**src/common/ecil_pkg.sv**
```systemverilog
package ecil_pkg;

  // ****************************************
  // Geometry
  // ****************************************
  localparam int          ECIL_NUM_CH   = 8;
  localparam int          ECIL_ADDR_W   = 8;
  localparam int          ECIL_DATA_W   = 32;
  localparam int          ECIL_PATH_W   = 2;
  localparam int          ECIL_VEC_W    = 16;

  // ****************************************
  // Register byte offsets
  // ****************************************
  localparam logic [7:0]  ECIL_OFF_IEN_CLR  = 8'h10;
  localparam logic [7:0]  ECIL_OFF_IEN_SET  = 8'h14;
  localparam logic [7:0]  ECIL_OFF_FLAG     = 8'h18;
  localparam logic [7:0]  ECIL_OFF_EVT_STS  = 8'h1c;
  localparam logic [7:0]  ECIL_OFF_EVT_MASK = 8'h20;
  localparam logic [7:0]  ECIL_OFF_PATH     = 8'h24;

  // ****************************************
  // Reset values and encodings
  // ****************************************
  localparam logic [15:0] ECIL_VEC_RST      = 16'h0000;
  localparam logic [15:0] ECIL_PATH_RST     = 16'h0000;
  localparam logic [1:0]  ECIL_PATH_SYNC    = 2'h0;
  localparam logic [1:0]  ECIL_PATH_RESYNC  = 2'h1;
  localparam logic [1:0]  ECIL_PATH_ASYNC   = 2'h2;
  localparam logic [1:0]  ECIL_RESP_OKAY    = 2'h0;
  localparam logic [1:0]  ECIL_RESP_SLVERR  = 2'h2;
  localparam logic [31:0] ECIL_RDATA_RST    = 32'h0000_0000;

  // Event-detected in upper byte, overrun in lower byte
  typedef struct packed {
    logic [7:0] evd;
    logic [7:0] ovr;
  } ecil_irq_vec_s;

endpackage : ecil_pkg

```
**src/hdl/ecil_flag_core.sv**
```systemverilog
`timescale 1ns/1ps
`default_nettype none

module ecil_flag_core
  import ecil_pkg::*;
(
  // Clock and reset
  input  wire logic                  clk_sys,
  input  wire logic                  rst,
  // Channel activity
  input  wire logic [7:0]            channel_event_detected,
  input  wire logic [7:0]            channel_overrun,
  input  wire logic [15:0]           path_sel,
  // Software clear and flag state
  input  wire ecil_irq_vec_s         flag_clr,
  output var  ecil_irq_vec_s         flag_q,
  output var  ecil_irq_vec_s         flag_set
);

  ecil_irq_vec_s flag_reg;
  ecil_irq_vec_s flag_next;
  ecil_irq_vec_s set_vec;

  // ****************************************
  // Per-channel flags
  // ****************************************
  // two flags per channel
  genvar ch;
  generate
    for (ch = 0; ch < ECIL_NUM_CH; ch++) begin : g_ch
      logic is_async;
      assign is_async = (path_sel[ch*ECIL_PATH_W +: ECIL_PATH_W] == ECIL_PATH_ASYNC);
      assign set_vec.evd[ch] = channel_event_detected[ch] & ~is_async;
      assign set_vec.ovr[ch] = channel_overrun[ch] & ~is_async;
    end
  endgenerate

  always_comb begin
    // clear only on one, set wins
    flag_next = (flag_reg & ~flag_clr) | set_vec;
  end

  always_ff @(posedge clk_sys) begin
    if (rst) begin
      flag_reg <= ECIL_VEC_RST;
    end else begin
      flag_reg <= flag_next;
    end
  end

  assign flag_q   = flag_reg;
  assign flag_set = set_vec;

endmodule : ecil_flag_core

`default_nettype wire

```
**src/hdl/ecil_top.sv**
```systemverilog
// Contract
// - Eight channels, each with event flag (upper byte) and overrun flag (lower byte).
// - Writing one to enable-clear event bit disables that channel's event interrupt.
// - Writing one to enable-clear overrun bit disables that channel's overrun interrupt.
// - Writing one to enable-set event bit enables that channel's event interrupt.
// - Writing one to enable-set overrun bit enables that channel's overrun interrupt.
// - Reading enable-set or enable-clear returns current enables, one meaning enabled.
// - Writing zero to enable or flag bits changes nothing.
// - Event flag sets on the next bus clock while an event passes.
// - Event interrupt requested only when flag and its enable are both set; the code also raises irq when event status and its mask bit are both set.
// - Overrun flag sets next channel clock after overrun; interrupts if enabled.
// - Event flag never sets on a channel using the asynchronous path.
// - Overrun flag never sets on a channel using the asynchronous path.
// - Writing one to a flag register event bit clears that event flag.
// - Writing one to a flag register overrun bit clears that overrun flag.
// - Path select two means asynchronous; zero synchronous, one resynchronized.
//
// The AXI4-Lite interface to the registers was left to the implementer.
`timescale 1ns/1ps
`default_nettype none

module ecil_top
  import ecil_pkg::*;
(
  // Clock and reset
  input  wire logic                    clk_sys,
  input  wire logic                    rst,
  // Channel activity
  input  wire logic [7:0]              channel_event_detected,
  input  wire logic [7:0]              channel_overrun,
  // Path select per channel
  output logic [15:0]                  channel_path,
  // Interrupt request
  output logic                         irq,
  // AXI4-Lite write address
  input  wire logic                    s_axi_awvalid,
  output logic                         s_axi_awready,
  input  wire logic [ECIL_ADDR_W-1:0]  s_axi_awaddr,
  input  wire logic [2:0]              s_axi_awprot,
  // AXI4-Lite write data
  input  wire logic                    s_axi_wvalid,
  output logic                         s_axi_wready,
  input  wire logic [ECIL_DATA_W-1:0]  s_axi_wdata,
  input  wire logic [3:0]              s_axi_wstrb,
  // AXI4-Lite write response
  output logic                         s_axi_bvalid,
  input  wire logic                    s_axi_bready,
  output logic [1:0]                   s_axi_bresp,
  // AXI4-Lite read address
  input  wire logic                    s_axi_arvalid,
  output logic                         s_axi_arready,
  input  wire logic [ECIL_ADDR_W-1:0]  s_axi_araddr,
  input  wire logic [2:0]              s_axi_arprot,
  // AXI4-Lite read data
  output logic                         s_axi_rvalid,
  input  wire logic                    s_axi_rready,
  output logic [ECIL_DATA_W-1:0]       s_axi_rdata,
  output logic [1:0]                   s_axi_rresp
);

  // ****************************************
  // State
  // ****************************************
  logic                    aw_full_reg;
  logic                    aw_full_next;
  logic [ECIL_ADDR_W-1:0]  awaddr_reg;
  logic [ECIL_ADDR_W-1:0]  awaddr_next;
  logic                    w_full_reg;
  logic                    w_full_next;
  logic [ECIL_DATA_W-1:0]  wdata_reg;
  logic [ECIL_DATA_W-1:0]  wdata_next;
  logic [3:0]              wstrb_reg;
  logic [3:0]              wstrb_next;
  logic                    awready_reg;
  logic                    awready_next;
  logic                    wready_reg;
  logic                    wready_next;
  logic                    bvalid_reg;
  logic                    bvalid_next;
  logic [1:0]              bresp_reg;
  logic [1:0]              bresp_next;
  logic                    arready_reg;
  logic                    arready_next;
  logic                    rvalid_reg;
  logic                    rvalid_next;
  logic [ECIL_DATA_W-1:0]  rdata_reg;
  logic [ECIL_DATA_W-1:0]  rdata_next;
  logic [1:0]              rresp_reg;
  logic [1:0]              rresp_next;

  ecil_irq_vec_s           ien_reg;
  ecil_irq_vec_s           ien_next;
  ecil_irq_vec_s           sts_reg;
  ecil_irq_vec_s           sts_next;
  ecil_irq_vec_s           mask_reg;
  ecil_irq_vec_s           mask_next;
  logic [15:0]             path_reg;
  logic [15:0]             path_next;
  logic                    irq_reg;
  logic                    irq_next;

  // ****************************************
  // Flag core
  // ****************************************
  ecil_irq_vec_s           flag_q;
  ecil_irq_vec_s           flag_set;
  ecil_irq_vec_s           flag_clr;

  ecil_flag_core u_flag_core (
    .clk_sys                (clk_sys),
    .rst                    (rst),
    .channel_event_detected (channel_event_detected),
    .channel_overrun        (channel_overrun),
    .path_sel               (path_reg),
    .flag_clr               (flag_clr),
    .flag_q                 (flag_q),
    .flag_set               (flag_set)
  );

  // ****************************************
  // Write channel
  // ****************************************
  logic                    aw_take;
  logic                    w_take;
  logic                    wr_fire;
  logic [ECIL_ADDR_W-1:0]  wr_addr;
  logic [ECIL_DATA_W-1:0]  wr_data;
  logic [3:0]              wr_strb;
  logic [15:0]             wr_bits;
  logic                    wr_hit;

  always_comb begin
    aw_take      = s_axi_awvalid & awready_reg;
    w_take       = s_axi_wvalid & wready_reg;
    aw_full_next = aw_full_reg | aw_take;
    w_full_next  = w_full_reg | w_take;
    awaddr_next  = aw_take ? s_axi_awaddr : awaddr_reg;
    wdata_next   = w_take ? s_axi_wdata : wdata_reg;
    wstrb_next   = w_take ? s_axi_wstrb : wstrb_reg;
    wr_addr      = awaddr_next;
    wr_data      = wdata_next;
    wr_strb      = wstrb_next;
    // Either order: fire once both halves are held
    wr_fire      = aw_full_next & w_full_next & ~bvalid_reg;
    // Only the two low byte lanes carry register bits
    wr_bits      = wr_data[15:0] & {{8{wr_strb[1]}}, {8{wr_strb[0]}}};
    case (wr_addr)
      ECIL_OFF_IEN_CLR,
      ECIL_OFF_IEN_SET,
      ECIL_OFF_FLAG,
      ECIL_OFF_EVT_STS,
      ECIL_OFF_EVT_MASK,
      ECIL_OFF_PATH: begin
        wr_hit = 1'b1;
      end
      default: begin
        wr_hit = 1'b0;
      end
    endcase
    bvalid_next = bvalid_reg & ~s_axi_bready;
    bresp_next  = bresp_reg;
    if (wr_fire) begin
      aw_full_next = 1'b0;
      w_full_next  = 1'b0;
      bvalid_next  = 1'b1;
      bresp_next   = wr_hit ? ECIL_RESP_OKAY : ECIL_RESP_SLVERR;
    end
    // Stall both halves while a response waits
    awready_next = ~aw_full_next & ~bvalid_next;
    wready_next  = ~w_full_next & ~bvalid_next;
  end

  // ****************************************
  // Read channel
  // ****************************************
  logic                    ar_take;
  logic                    rd_sts_clr;

  always_comb begin
    ar_take     = s_axi_arvalid & arready_reg;
    rvalid_next = rvalid_reg & ~s_axi_rready;
    rdata_next  = rdata_reg;
    rresp_next  = rresp_reg;
    rd_sts_clr  = 1'b0;
    if (ar_take) begin
      rvalid_next = 1'b1;
      rresp_next  = ECIL_RESP_OKAY;
      case (s_axi_araddr)
        // both enable views read back enables
        ECIL_OFF_IEN_CLR,
        ECIL_OFF_IEN_SET: begin
          rdata_next = {16'h0000, ien_reg};
        end
        ECIL_OFF_FLAG: begin
          rdata_next = {16'h0000, flag_q};
        end
        ECIL_OFF_EVT_STS: begin
          rdata_next = {16'h0000, sts_reg};
          rd_sts_clr = 1'b1;
        end
        ECIL_OFF_EVT_MASK: begin
          rdata_next = {16'h0000, mask_reg};
        end
        ECIL_OFF_PATH: begin
          rdata_next = {16'h0000, path_reg};
        end
        default: begin
          rdata_next = ECIL_RDATA_RST;
          rresp_next = ECIL_RESP_SLVERR;
        end
      endcase
    end
    arready_next = ~rvalid_next;
  end

  // ****************************************
  // Register file
  // ****************************************
  always_comb begin
    ien_next  = ien_reg;
    mask_next = mask_reg;
    path_next = path_reg;
    flag_clr  = ECIL_VEC_RST;
    if (wr_fire) begin
      case (wr_addr)
        ECIL_OFF_IEN_CLR: begin
          ien_next = ien_reg & ~wr_bits;
        end
        ECIL_OFF_IEN_SET: begin
          ien_next = ien_reg | wr_bits;
        end
        ECIL_OFF_FLAG: begin
          flag_clr = wr_bits;
        end
        ECIL_OFF_EVT_MASK: begin
          mask_next = (mask_reg & ~{{8{wr_strb[1]}}, {8{wr_strb[0]}}}) | wr_bits;
        end
        ECIL_OFF_PATH: begin
          path_next = (path_reg & ~{{8{wr_strb[1]}}, {8{wr_strb[0]}}}) | wr_bits;
        end
        default: begin
          ien_next = ien_reg;
        end
      endcase
    end
  end

  // ****************************************
  // Sticky event status and interrupt
  // ****************************************
  always_comb begin
    // A new event in the reading cycle survives the clear
    sts_next = (rd_sts_clr ? ECIL_VEC_RST : sts_reg) | flag_set;
    // flag and enable per source, ORed with status and mask per source
    irq_next = (|(flag_q & ien_reg)) | (|(sts_reg & mask_reg));
  end

  always_ff @(posedge clk_sys) begin
    if (rst) begin
      aw_full_reg <= 1'b0;
      awaddr_reg  <= '0;
      w_full_reg  <= 1'b0;
      wdata_reg   <= ECIL_RDATA_RST;
      wstrb_reg   <= 4'h0;
      awready_reg <= 1'b0;
      wready_reg  <= 1'b0;
      bvalid_reg  <= 1'b0;
      bresp_reg   <= ECIL_RESP_OKAY;
      arready_reg <= 1'b0;
      rvalid_reg  <= 1'b0;
      rdata_reg   <= ECIL_RDATA_RST;
      rresp_reg   <= ECIL_RESP_OKAY;
      ien_reg     <= ECIL_VEC_RST;
      sts_reg     <= ECIL_VEC_RST;
      mask_reg    <= ECIL_VEC_RST;
      path_reg    <= ECIL_PATH_RST;
      irq_reg     <= 1'b0;
    end else begin
      aw_full_reg <= aw_full_next;
      awaddr_reg  <= awaddr_next;
      w_full_reg  <= w_full_next;
      wdata_reg   <= wdata_next;
      wstrb_reg   <= wstrb_next;
      awready_reg <= awready_next;
      wready_reg  <= wready_next;
      bvalid_reg  <= bvalid_next;
      bresp_reg   <= bresp_next;
      arready_reg <= arready_next;
      rvalid_reg  <= rvalid_next;
      rdata_reg   <= rdata_next;
      rresp_reg   <= rresp_next;
      ien_reg     <= ien_next;
      sts_reg     <= sts_next;
      mask_reg    <= mask_next;
      path_reg    <= path_next;
      irq_reg     <= irq_next;
    end
  end

  // ****************************************
  // Outputs
  // ****************************************
  assign s_axi_awready = awready_reg;
  assign s_axi_wready  = wready_reg;
  assign s_axi_bvalid  = bvalid_reg;
  assign s_axi_bresp   = bresp_reg;
  assign s_axi_arready = arready_reg;
  assign s_axi_rvalid  = rvalid_reg;
  assign s_axi_rdata   = rdata_reg;
  assign s_axi_rresp   = rresp_reg;
  assign channel_path  = path_reg;
  assign irq           = irq_reg;

endmodule : ecil_top

`default_nettype wire

```
**config.mk**
```make
export PLATFORM = sky130hd
export DESIGN_NAME = ecil_top
export DESIGN_NICKNAME = d
export VERILOG_FILES = /design/src/common/ecil_pkg.sv /design/src/hdl/ecil_flag_core.sv /design/src/hdl/ecil_top.sv
export SDC_FILE = /design/constraint.sdc
export NUM_CORES = 1
export LEC_CHECK = 0
export BUFFER_PORTS_ARGS = -buffer_cell sky130_fd_sc_hd__buf_2
export CELL_PAD_IN_SITES_DETAIL_PLACEMENT = 0
export CELL_PAD_IN_SITES_GLOBAL_PLACEMENT = 1
export CORE_ASPECT_RATIO = 0.8
export CORE_MARGIN = 3
export CORE_UTILIZATION = 40
export DETAILED_ROUTE_END_ITERATION = 12
export PLACE_DENSITY = 0.88
export SLEW_MARGIN = 20
export SYNTH_ARGS = -nofsm -noshare
export SYNTH_HDL_FRONTEND = slang
export SYNTH_SLANG_ARGS = --single-unit
```
**constraint.sdc**
```tcl
create_clock -name clk_sys -period 2.7 [get_ports clk_sys]
set_clock_uncertainty 0.05 [all_clocks]
set_input_delay 0.54 -clock clk_sys [delete_from_list [all_inputs] [get_ports clk_sys]]
set_output_delay 0.54 -clock clk_sys [all_outputs]
set_load 0.005 [all_outputs]
```
==> results of run 1 <==
cells in the final DEF (no fill, tap or decap), types with 17 or more instances in the layout:
cell type    n
buf_4       17
a32o_1      31
a31oi_1     17
and3_1      18
nor2_1      28
a21oi_1     90
conb_1      18
o21ai_0     18
nand2_1    101
clkbuf_16   17
dfxtp_1    132
buf_2       96
critical path, delay by kind of cell (launching register included):
| kind | cells | cell delay, ns |
|---|---|---|
| AO/OA/AOI/OAI | 2 | 0.80 |
| flip-flops | 1 | 0.35 |
| AND/OR/NAND/NOR | 3 | 1.01 |
cells by family (layout without fill, tap and decap cells):
| logic type | Yosys count | after routing |
|---|---|---|
| multiplexers | 25 | 25 |
| buffers and inverters | 72 | 150 |
| other | 1 | 18 |
| AO/OA/AOI/OAI | 222 | 222 |
| flip-flops | 132 | 132 |
| AND/OR/NAND/NOR | 201 | 201 |
per-stage QoR:
stage	util, %	hold slack, ns	instance area (um2)	cells
3_3_place_gp	45.9	0.354	6340	896
3_5_place_dp	45.9	0.361	6340	896
5_1_grt	50.6	0.322	7010	928
6_report	50.6	0.322	7010	928
4_1_cts	50.6	0.314	7010	928
2_1_floorplan	-	0.352	5850	670
where the power goes:
group          leakage, nW  switching, mW  internal (mW)  total, mW
sequential            1.08         0.0587           2.03       2.09
combinational         1.50          0.246          0.148      0.393
clock                0.318          0.863           1.72       2.59
final cells by class:
class | count | area (um2) | area share [%]
Sequential cell | 132 | 2640 | 37.7
Tap cell | 180 | 225 | 3.21
Multi-Input combinational cell | 466 | 2830 | 40.4
Clock inverter | 15 | 236 | 3.38
Inverter | 4 | 15.0 | 0.214
Timing Repair Buffer | 114 | 628 | 8.96
Clock buffer | 17 | 425 | 6.07
per-layer routing:
layer / part of all wire (%) / routed length (um) / global-route usage [%]
met2: 44 / 8380 / 35.3
met1: 43 / 8040 / 32.1
met4: 2.7 / 507 / 9.55
met5: 0 / 0 / 0
met3: 10 / 1940 / 5.66
worst min path at each step:
stage,start,end,slack (ns),cells after the start
6_report,s_axi_wdata[2],wdata_reg[2]$_SDFF_PP0_,0.32,3
3_3_place_gp,aw_full_reg$_SDFF_PP0_,s_axi_awready$_SDFF_PP0_,0.35,1
2_1_floorplan,aw_full_reg$_SDFF_PP0_,s_axi_awready$_SDFF_PP0_,0.35,1
3_5_place_dp,aw_full_reg$_SDFF_PP0_,s_axi_awready$_SDFF_PP0_,0.36,1
4_1_cts,s_axi_wdata[6],wdata_reg[6]$_SDFF_PP0_,0.31,3
5_1_grt,s_axi_wdata[11],wdata_reg[11]$_SDFF_PP0_,0.32,3
==> impl_metrics.csv, run 1 <==
group,metric,value,unit
yosys,synth-simple-area-share,16.9,%
setup_path,path_common_cell,"nand2_1",
flow_run,drv_cap,0,
sta,setup_tns,0,ns
placement,place_hpwl,12900,um
drt,vias,5673,
cells_and_area,diodes,0,
clock_network,cts_tree,"built",
floorplanning,pin_count,139,
pwr,ir_drop,762,uV
clock_network,cts-resized-gates,0,
sta,final-max-slew-violation-count,0,
yosys,yosysMostFrequentCell,"dfxtp_1",
drt,route.detailed.drc,0,
yosys,synth_top_flop_cell,"dfxtp_1",
yosys,ys_types,41,
yosys,synth_compound_gate_area_share,26.1,%
cells_and_area,drive_gt1_share,23.3,%
setup_path,r2r_cells,5,
setup_path,path_max_fanout,14,
placement,dpl_worst_slack,0.135,ns
drt,wl_per_cell,20.3,um
floorplanning,die_x,141,um
cells_and_area,nets,816,
global_route,antenna_found_initial,0,
floorplanning,fp.dieH,114,um
sta,min_period,2.34,ns
clock_network,cts_setup_buffers,0,
setup_path,crit_path_start_kind,"register",
floorplanning,dieArea,16000,um2
setup_path,critical_path.max_stage_delay,0.58,ns
pwr,leakagePower,2.89,nW
drt,drtAntennaViolNets,0,
clock_network,clockBufferDepth,2,
clock_network,h-tree-depth,4,
setup_path,reg2reg_slack,0.36,ns
floorplanning,initial_utilization,41.8,%
floorplanning,core-area,13800,um2
cells_and_area,area_growth,21.0,%
setup_path,rr_startpoint,"s_axi_awready$_SDFF_PP0_",
sta,finalSetupViolations,0,
yosys,yosysTopAreaCell,"dfxtp_1",
setup_path,worstSetupStartpoint,"s_axi_awready$_SDFF_PP0_",
sta,finalCritPeriodShare,86.8,%
min_path,hp-class,"in -> reg",
yosys,synthTopCellsByArea,"dfxtp_1, a21oi_1, nand2_1",
clock_network,cts.clk_slew.worst_paths,0.06,ns
placement,finalWeightedCongestion,0.941,
global_route,grt_first_pass_wirelength,29300,um
yosys,synth_top_family_by_area,"compound AO/OA/AOI/OAI gates",
pwr,p_per_area,723,nW/um2
sta,clock.fmax,427,MHz
setup_path,worstSetupPathType,"reg -> reg",
yosys,synth_enable_flop_cells,0,
sta,rsz0062_at_grt,"no",
setup_path,critPathArrivalTime,2.57,ns
drt,routed_via_density,6.11,
drt,drt_iter0_drc,678,
yosys,avgSynthCellArea,8.87,um2
yosys,ys_async_sr_fraction,0,%
global_route,grt_max_degree,81,
clock_network,clkLatencyLatePin,0.41,ns
clock_network,cts_root_buf,"clkbuf_16",
sta,fin_ws,0.356,ns
sta,maxSlewHeadroom,41.3,%
drt,wirelength,18900,um
setup_path,crit_chain,"and2_1, nand2_1, o21ai_0, nand2_1, o41ai_1",
yosys,synth_top_area_share,45.6,%
yosys,synth-warning-count,0,
yosys,syn_inst,653,
yosys,synth_xor_area_share,0,%
global_route,grt_pass1_vias,5380,
sta,tightest_slew,0.880,ns
yosys,ys_seq_area_share,45.6,%
clock_network,cts_inserted_buffers,17,
setup_path,endpoint_kind,"register",
drt,first_pass_iters,8,
yosys,synth_area,5790,um2
clock_network,numClockSinks,132,
setup_path,required,2.93,ns
yosys,yosys-top-cells-count,"dfxtp_1, nand2_1, a21oi_1",
placement,port_buffers,96,
global_route,gr-usage-all-layers,23.3,%
yosys,synthMuxAreaShare,4.67,%
yosys,synth_adder_area_share,0,%
sta,hold_viol,0,
clock_network,hold_buffers,0,
setup_path,cp_slowest_cell,"o41ai_1",
pwr,finalPower,5.07,mW
cells_and_area,fillers,1252,
status,status,"finished clean",
global_route,grt-ovfl-total,0,
yosys,ys_ff_latch,132,
floorplanning,num_rows,38,
Note: power is estimated with default switching activity, not from simulation.
==> run 2, diff against run 1 <==
--- a/config.mk
+++ b/config.mk
@@ -8,7 +8,7 @@
 export BUFFER_PORTS_ARGS = -buffer_cell sky130_fd_sc_hd__buf_2
 export CELL_PAD_IN_SITES_DETAIL_PLACEMENT = 0
 export CELL_PAD_IN_SITES_GLOBAL_PLACEMENT = 1
-export CORE_ASPECT_RATIO = 0.8
+export CORE_ASPECT_RATIO = 0.5
 export CORE_MARGIN = 3
 export CORE_UTILIZATION = 40
 export DETAILED_ROUTE_END_ITERATION = 12
==> impl_metrics.csv, run 2 (synthesis results as in run 1) <==
group,metric,value,unit
sta,setup_tns,0,ns
sta,final-max-slew-violation-count,0,
cells_and_area,diodes,0,
clock_network,clockBufferDepth,2,
clock_network,numClockSinks,132,
floorplanning,core-area,13900,um2
placement,finalWeightedCongestion,0.894,
pwr,leakagePower,2.89,nW
drt,drtAntennaViolNets,0,
sta,tightest_slew,0.943,ns
drt,wirelength,18500,um
sta,finalSetupViolations,0,
global_route,grt_max_degree,81,
placement,dpl_worst_slack,0.246,ns
placement,place_hpwl,13000,um
floorplanning,num_rows,30,
drt,drt_iter0_drc,779,
clock_network,cts_tree,"built",
setup_path,crit_path_start_kind,"register",
floorplanning,initial_utilization,41.8,%
setup_path,worstSetupPathType,"reg -> reg",
cells_and_area,seqCellArea,2640,um2
flow_run,drv_cap,0,
global_route,antenna_found_initial,0,
clock_network,cts.clk_slew.worst_paths,0.06,ns
global_route,grt_first_pass_wirelength,28300,um
global_route,grt_pass1_vias,5036,
drt,top_layer,"met4",
cells_and_area,area_growth,21.1,%
setup_path,worstSetupStartpoint,"s_axi_awready$_SDFF_PP0_",
setup_path,reg2reg_slack,0.44,ns
clock_network,cts_setup_buffers,0,
min_path,hp-class,"in -> reg",
drt,routed_via_density,5.89,
sta,whs,0.319,ns
pwr,ir_drop,436,uV
sta,rsz0062_at_grt,"no",
floorplanning,pin_count,139,
floorplanning,fp.dieH,91.1,um
sta,clock.fmax,442,MHz
setup_path,rr_startpoint,"s_axi_awready$_SDFF_PP0_",
sta,min_period,2.26,ns
pwr,p_per_area,693,nW/um2
global_route,gr-usage-all-layers,22.7,%
cells_and_area,multiInputGateArea,2830,um2
drt,first_pass_iters,8,
drt,wl_met1,8200,um
sta,fin_ws,0.437,ns
floorplanning,dieArea,16000,um2
drt,met2_length,8010,um
sta,hold_viol,0,
cells_and_area,fillers,1337,
placement,placed_area,6400,um2
drt,wl_met3,1790,um
setup_path,required,2.95,ns
drt,vias,5538,
clock_network,cts_inserted_buffers,17,
floorplanning,die_x,176,um
cells_and_area,nets,817,
clock_network,cts-resized-gates,0,
setup_path,critPathArrivalTime,2.52,ns
sta,finalCritPeriodShare,83.8,%
sta,maxSlewHeadroom,36.8,%
cells_and_area,mostFrequentLayoutCells,"dfxtp_1, nand2_1, buf_2, a21oi_1, a32o_1",
drt,route.detailed.drc,0,
placement,port_buffers,96,
setup_path,path_max_fanout,15,
cells_and_area,fin_area,7010,um2
status,status,"finished clean",
global_route,grt-ovfl-total,0,
drt,wl_per_cell,19.7,um
cells_and_area,drive_gt1_share,23.0,%
clock_network,hold_buffers,0,
cells_and_area,mostFrequentLayoutCell,"dfxtp_1",
clock_network,cts_root_buf,"clkbuf_16",
clock_network,h-tree-depth,4,
setup_path,endpoint_kind,"register",
clock_network,clkLatencyLatePin,0.41,ns
setup_path,r2r_cells,5,
run 2: changes by cell type in the layout (fill, tap and decap cells not counted):
cell,before,now
buf_12,1,4
buf_4,17,15
bufinv_16,6,3
clkbuf_1,0,3
clkbuf_8,0,3
clkinv_2,5,4
clkinvlp_4,3,1
run 2: worst min path at each step:
stage / from / cells after the start / endpoint / slack [ns]
after detailed placement: aw_full_reg$_SDFF_PP0_ / 1 / s_axi_awready$_SDFF_PP0_ / 0.37
final: s_axi_wdata[8] / 3 / wdata_reg[8]$_SDFF_PP0_ / 0.32
after global routing: s_axi_wdata[5] / 3 / wdata_reg[5]$_SDFF_PP0_ / 0.31
after floorplan: aw_full_reg$_SDFF_PP0_ / 1 / s_axi_awready$_SDFF_PP0_ / 0.35
after CTS: s_axi_wdata[1] / 3 / wdata_reg[1]$_SDFF_PP0_ / 0.31
after global placement: aw_full_reg$_SDFF_PP0_ / 1 / s_axi_awready$_SDFF_PP0_ / 0.36
run 2: critical path, cell delays in order, from the launching register on:
cell,delay [ns]
dfxtp_1,0.37
and2_1,0.42
nand2_1,0.12
o21ai_0,0.17
nand2_1,0.52
o41ai_1,0.50
run 2: per-stage QoR:
step                power, mW  utilization (%)  cells
global placement         2.52             46.2    909
detailed placement       2.53             46.2    909
CTS                      4.88             50.6    941
global route             5.02             50.6    941
finish                   4.86             50.6    941
floorplan                2.37                -    670
run 2: area by class of cell:
| type | instances | area share (%) |
|---|---|---|
| repair buffers | 115 | 9.60 |
| clock buffers | 23 | 6.82 |
| flip-flops and latches | 132 | 37.7 |
| well taps | 192 | 3.43 |
| inverters | 4 | 0.214 |
| multi-input cells | 466 | 40.4 |
| clock inverters | 9 | 1.80 |
run 2: power breakdown:
group / switching [mW] / internal [mW] / total, mW
logic: 0.246 / 0.157 / 0.403
registers: 0.0615 / 2.03 / 2.09
clock network: 0.845 / 1.52 / 2.37
run 2: per-layer routing:
| layer | GRT usage (%) | vias to the layer above |
|---|---|---|
| met5 | 0 | - |
| met4 | 8.69 | 0 |
| met3 | 5.60 | 46 |
| met2 | 33.8 | 308 |
| met1 | 31.7 | 2600 |
| li1 | - | 2584 |
==> run 3, diff against run 2 <==
==> constraint.sdc (replaced) <==
create_clock -name clk_sys -period 2.2 [get_ports clk_sys]
set_clock_uncertainty 0.05 [all_clocks]
set_input_delay 0.44 -clock clk_sys [delete_from_list [all_inputs] [get_ports clk_sys]]
set_output_delay 0.44 -clock clk_sys [all_outputs]
set_load 0.005 [all_outputs]
==> impl_metrics.csv, run 3 (synthesis results as in run 1) <==
group,metric,value,unit
drt,route.detailed.drc,0,
pwr,finalPower,6.06,mW
drt,drt_iter0_drc,776,
placement,placed_area,6570,um2
sta,tightest_slew,0.696,ns
sta,finalCritPeriodShare,96.6,%
clock_network,clockBufferDepth,2,
global_route,gr-usage-all-layers,23.0,%
cells_and_area,fin_area,7260,um2
global_route,grt-ovfl-total,0,
sta,setup_tns,0,ns
min_path,min_from,"s_axi_awaddr[1]",
floorplanning,pin_count,139,
pwr,p_per_area,835,nW/um2
cells_and_area,mostFrequentLayoutCells,"dfxtp_1, nand2_1, buf_2, a21oi_1, buf_4",
placement,port_buffers,96,
drt,vias,5674,
pwr,ir_drop,510,uV
clock_network,h-tree-depth,4,
sta,hold_viol,0,
drt,wirelength,18900,um
sta,whs,0.211,ns
cells_and_area,drive_gt1_share,25.3,%
floorplanning,dieArea,16000,um2
floorplanning,core-area,13900,um2
sta,min_period,2.13,ns
clock_network,cts_inserted_buffers,17,
min_path,hp-class,"in -> reg",
clock_network,cts_root_buf,"clkbuf_16",
setup_path,endpoint_kind,"register",
clock_network,cts_tree,"built",
placement,finalWeightedCongestion,0.903,
sta,maxSlewHeadroom,53.6,%
floorplanning,die_x,176,um
placement,place_hpwl,13200,um
clock_network,clkLatencyLatePin,0.42,ns
floorplanning,initial_utilization,41.8,%
sta,rsz0062_at_grt,"yes",
drt,wl_per_cell,19.7,um
sta,final-max-slew-violation-count,0,
cells_and_area,mostFrequentLayoutCell,"dfxtp_1",
status,status,"finished clean",
global_route,grt_first_pass_wirelength,28900,um
sta,clock.fmax,470,MHz
clock_network,hold_buffers,0,
setup_path,path_max_fanout,8,
setup_path,worstSetupPathType,"reg -> reg",
clock_network,numClockSinks,132,
setup_path,required,2.45,ns
floorplanning,num_rows,30,
global_route,grt_pass1_vias,5225,
setup_path,crit_path_start_kind,"register",
setup_path,rr_startpoint,"awaddr_reg[6]$_SDFF_PP0_",
clock_network,cts.clk_slew.worst_paths,0.06,ns
drt,first_pass_iters,6,
drt,drtAntennaViolNets,0,
floorplanning,fp.dieH,91.1,um
global_route,antenna_found_initial,0,
setup_path,critPathArrivalTime,2.37,ns
cells_and_area,diodes,0,
sta,finalSetupViolations,0,
pwr,leakagePower,3.00,nW
cells_and_area,utilization,52.4,%
global_route,grt_max_degree,81,
cells_and_area,area_growth,25.4,%
setup_path,worstSetupStartpoint,"awaddr_reg[6]$_SDFF_PP0_",
flow_run,drv_cap,0,
drt,routed_via_density,5.90,
cells_and_area,nets,838,
-- run 3: changes by cell type in the layout (fill, tap and decap cells not counted) --
cell	before	now
buf_4	15	33
nand4_2	4	0
nor4b_4	0	1
clkinv_2	4	6
nor4_1	5	4
clkbuf_8	3	1
nand4_4	0	4
clkinv_4	1	0
nor4_2	0	1
nor4b_2	2	1
a32o_1	31	30
buf_12	4	7
a32o_2	1	2
bufinv_16	3	4
-- run 3: final cells by class --
class	instances	area, um2
Multi-Input combinational cell	466	2890
Clock inverter	11	158
Timing Repair Buffer	136	868
Inverter	4	15.0
Clock buffer	21	450
Fill cell	1307	6590
Tap cell	192	240
Sequential cell	132	2640
-- run 3: routing by layer --
layer  global-route usage (%)  vias to the layer above  share of wire [%]
met4                     7.44                        0                2.2
met3                     7.52                       36                 11
met5                        0                        -                  0
met1                     30.7                     2678                 43
met2                     35.3                      331                 45
li1                         -                     2629                  -
-- run 3: timing repair --
| item | in CTS | in global routing |
|---|---|---|
| gates resized for setup | 0 | 7 |
| endpoints found under the setup margin | 0 | 34 |
| hold endpoints to repair | 0 | 0 |
| setup buffers | 0 | 3 |
-- run 3: critical path: stages, from the launching register on --
cell	delay [ns]
dfxtp_1	0.31
or4_4	0.56
nor4_2	0.22
a31o_2	0.22
buf_12	0.13
nand4_4	0.18
a32o_1	0.32
-- run 3: stage by stage --
step           cells  worst slack [ns]
2_1_floorplan    670            0.0963
3_3_place_gp     927           -0.0608
3_5_place_dp     927            -0.114
4_1_cts          959            0.0196
5_1_grt          962          -0.00961
6_report         962            0.0738
-- run 3: worst paths after layout --
path | endpoint | slack (ns) | cells after the start
worst min-delay path | awaddr_reg[1]$_SDFF_PP0_ | 0.21 | 3
worst max-delay path | register | 0.07 | 6
worst min register to register | s_axi_awready$_SDFF_PP0_ | 0.37 | 1
worst max register to register | register | 0.07 | 6
-- run 3: power breakdown --
| group | switching [mW] | internal, mW | leakage, nW | total [mW] |
|---|---|---|---|---|
| Sequential | 0.0765 | 2.49 | 1.08 | 2.57 |
| Clock | 1.05 | 1.91 | 0.300 | 2.96 |
| Combinational | 0.319 | 0.215 | 1.62 | 0.534 |
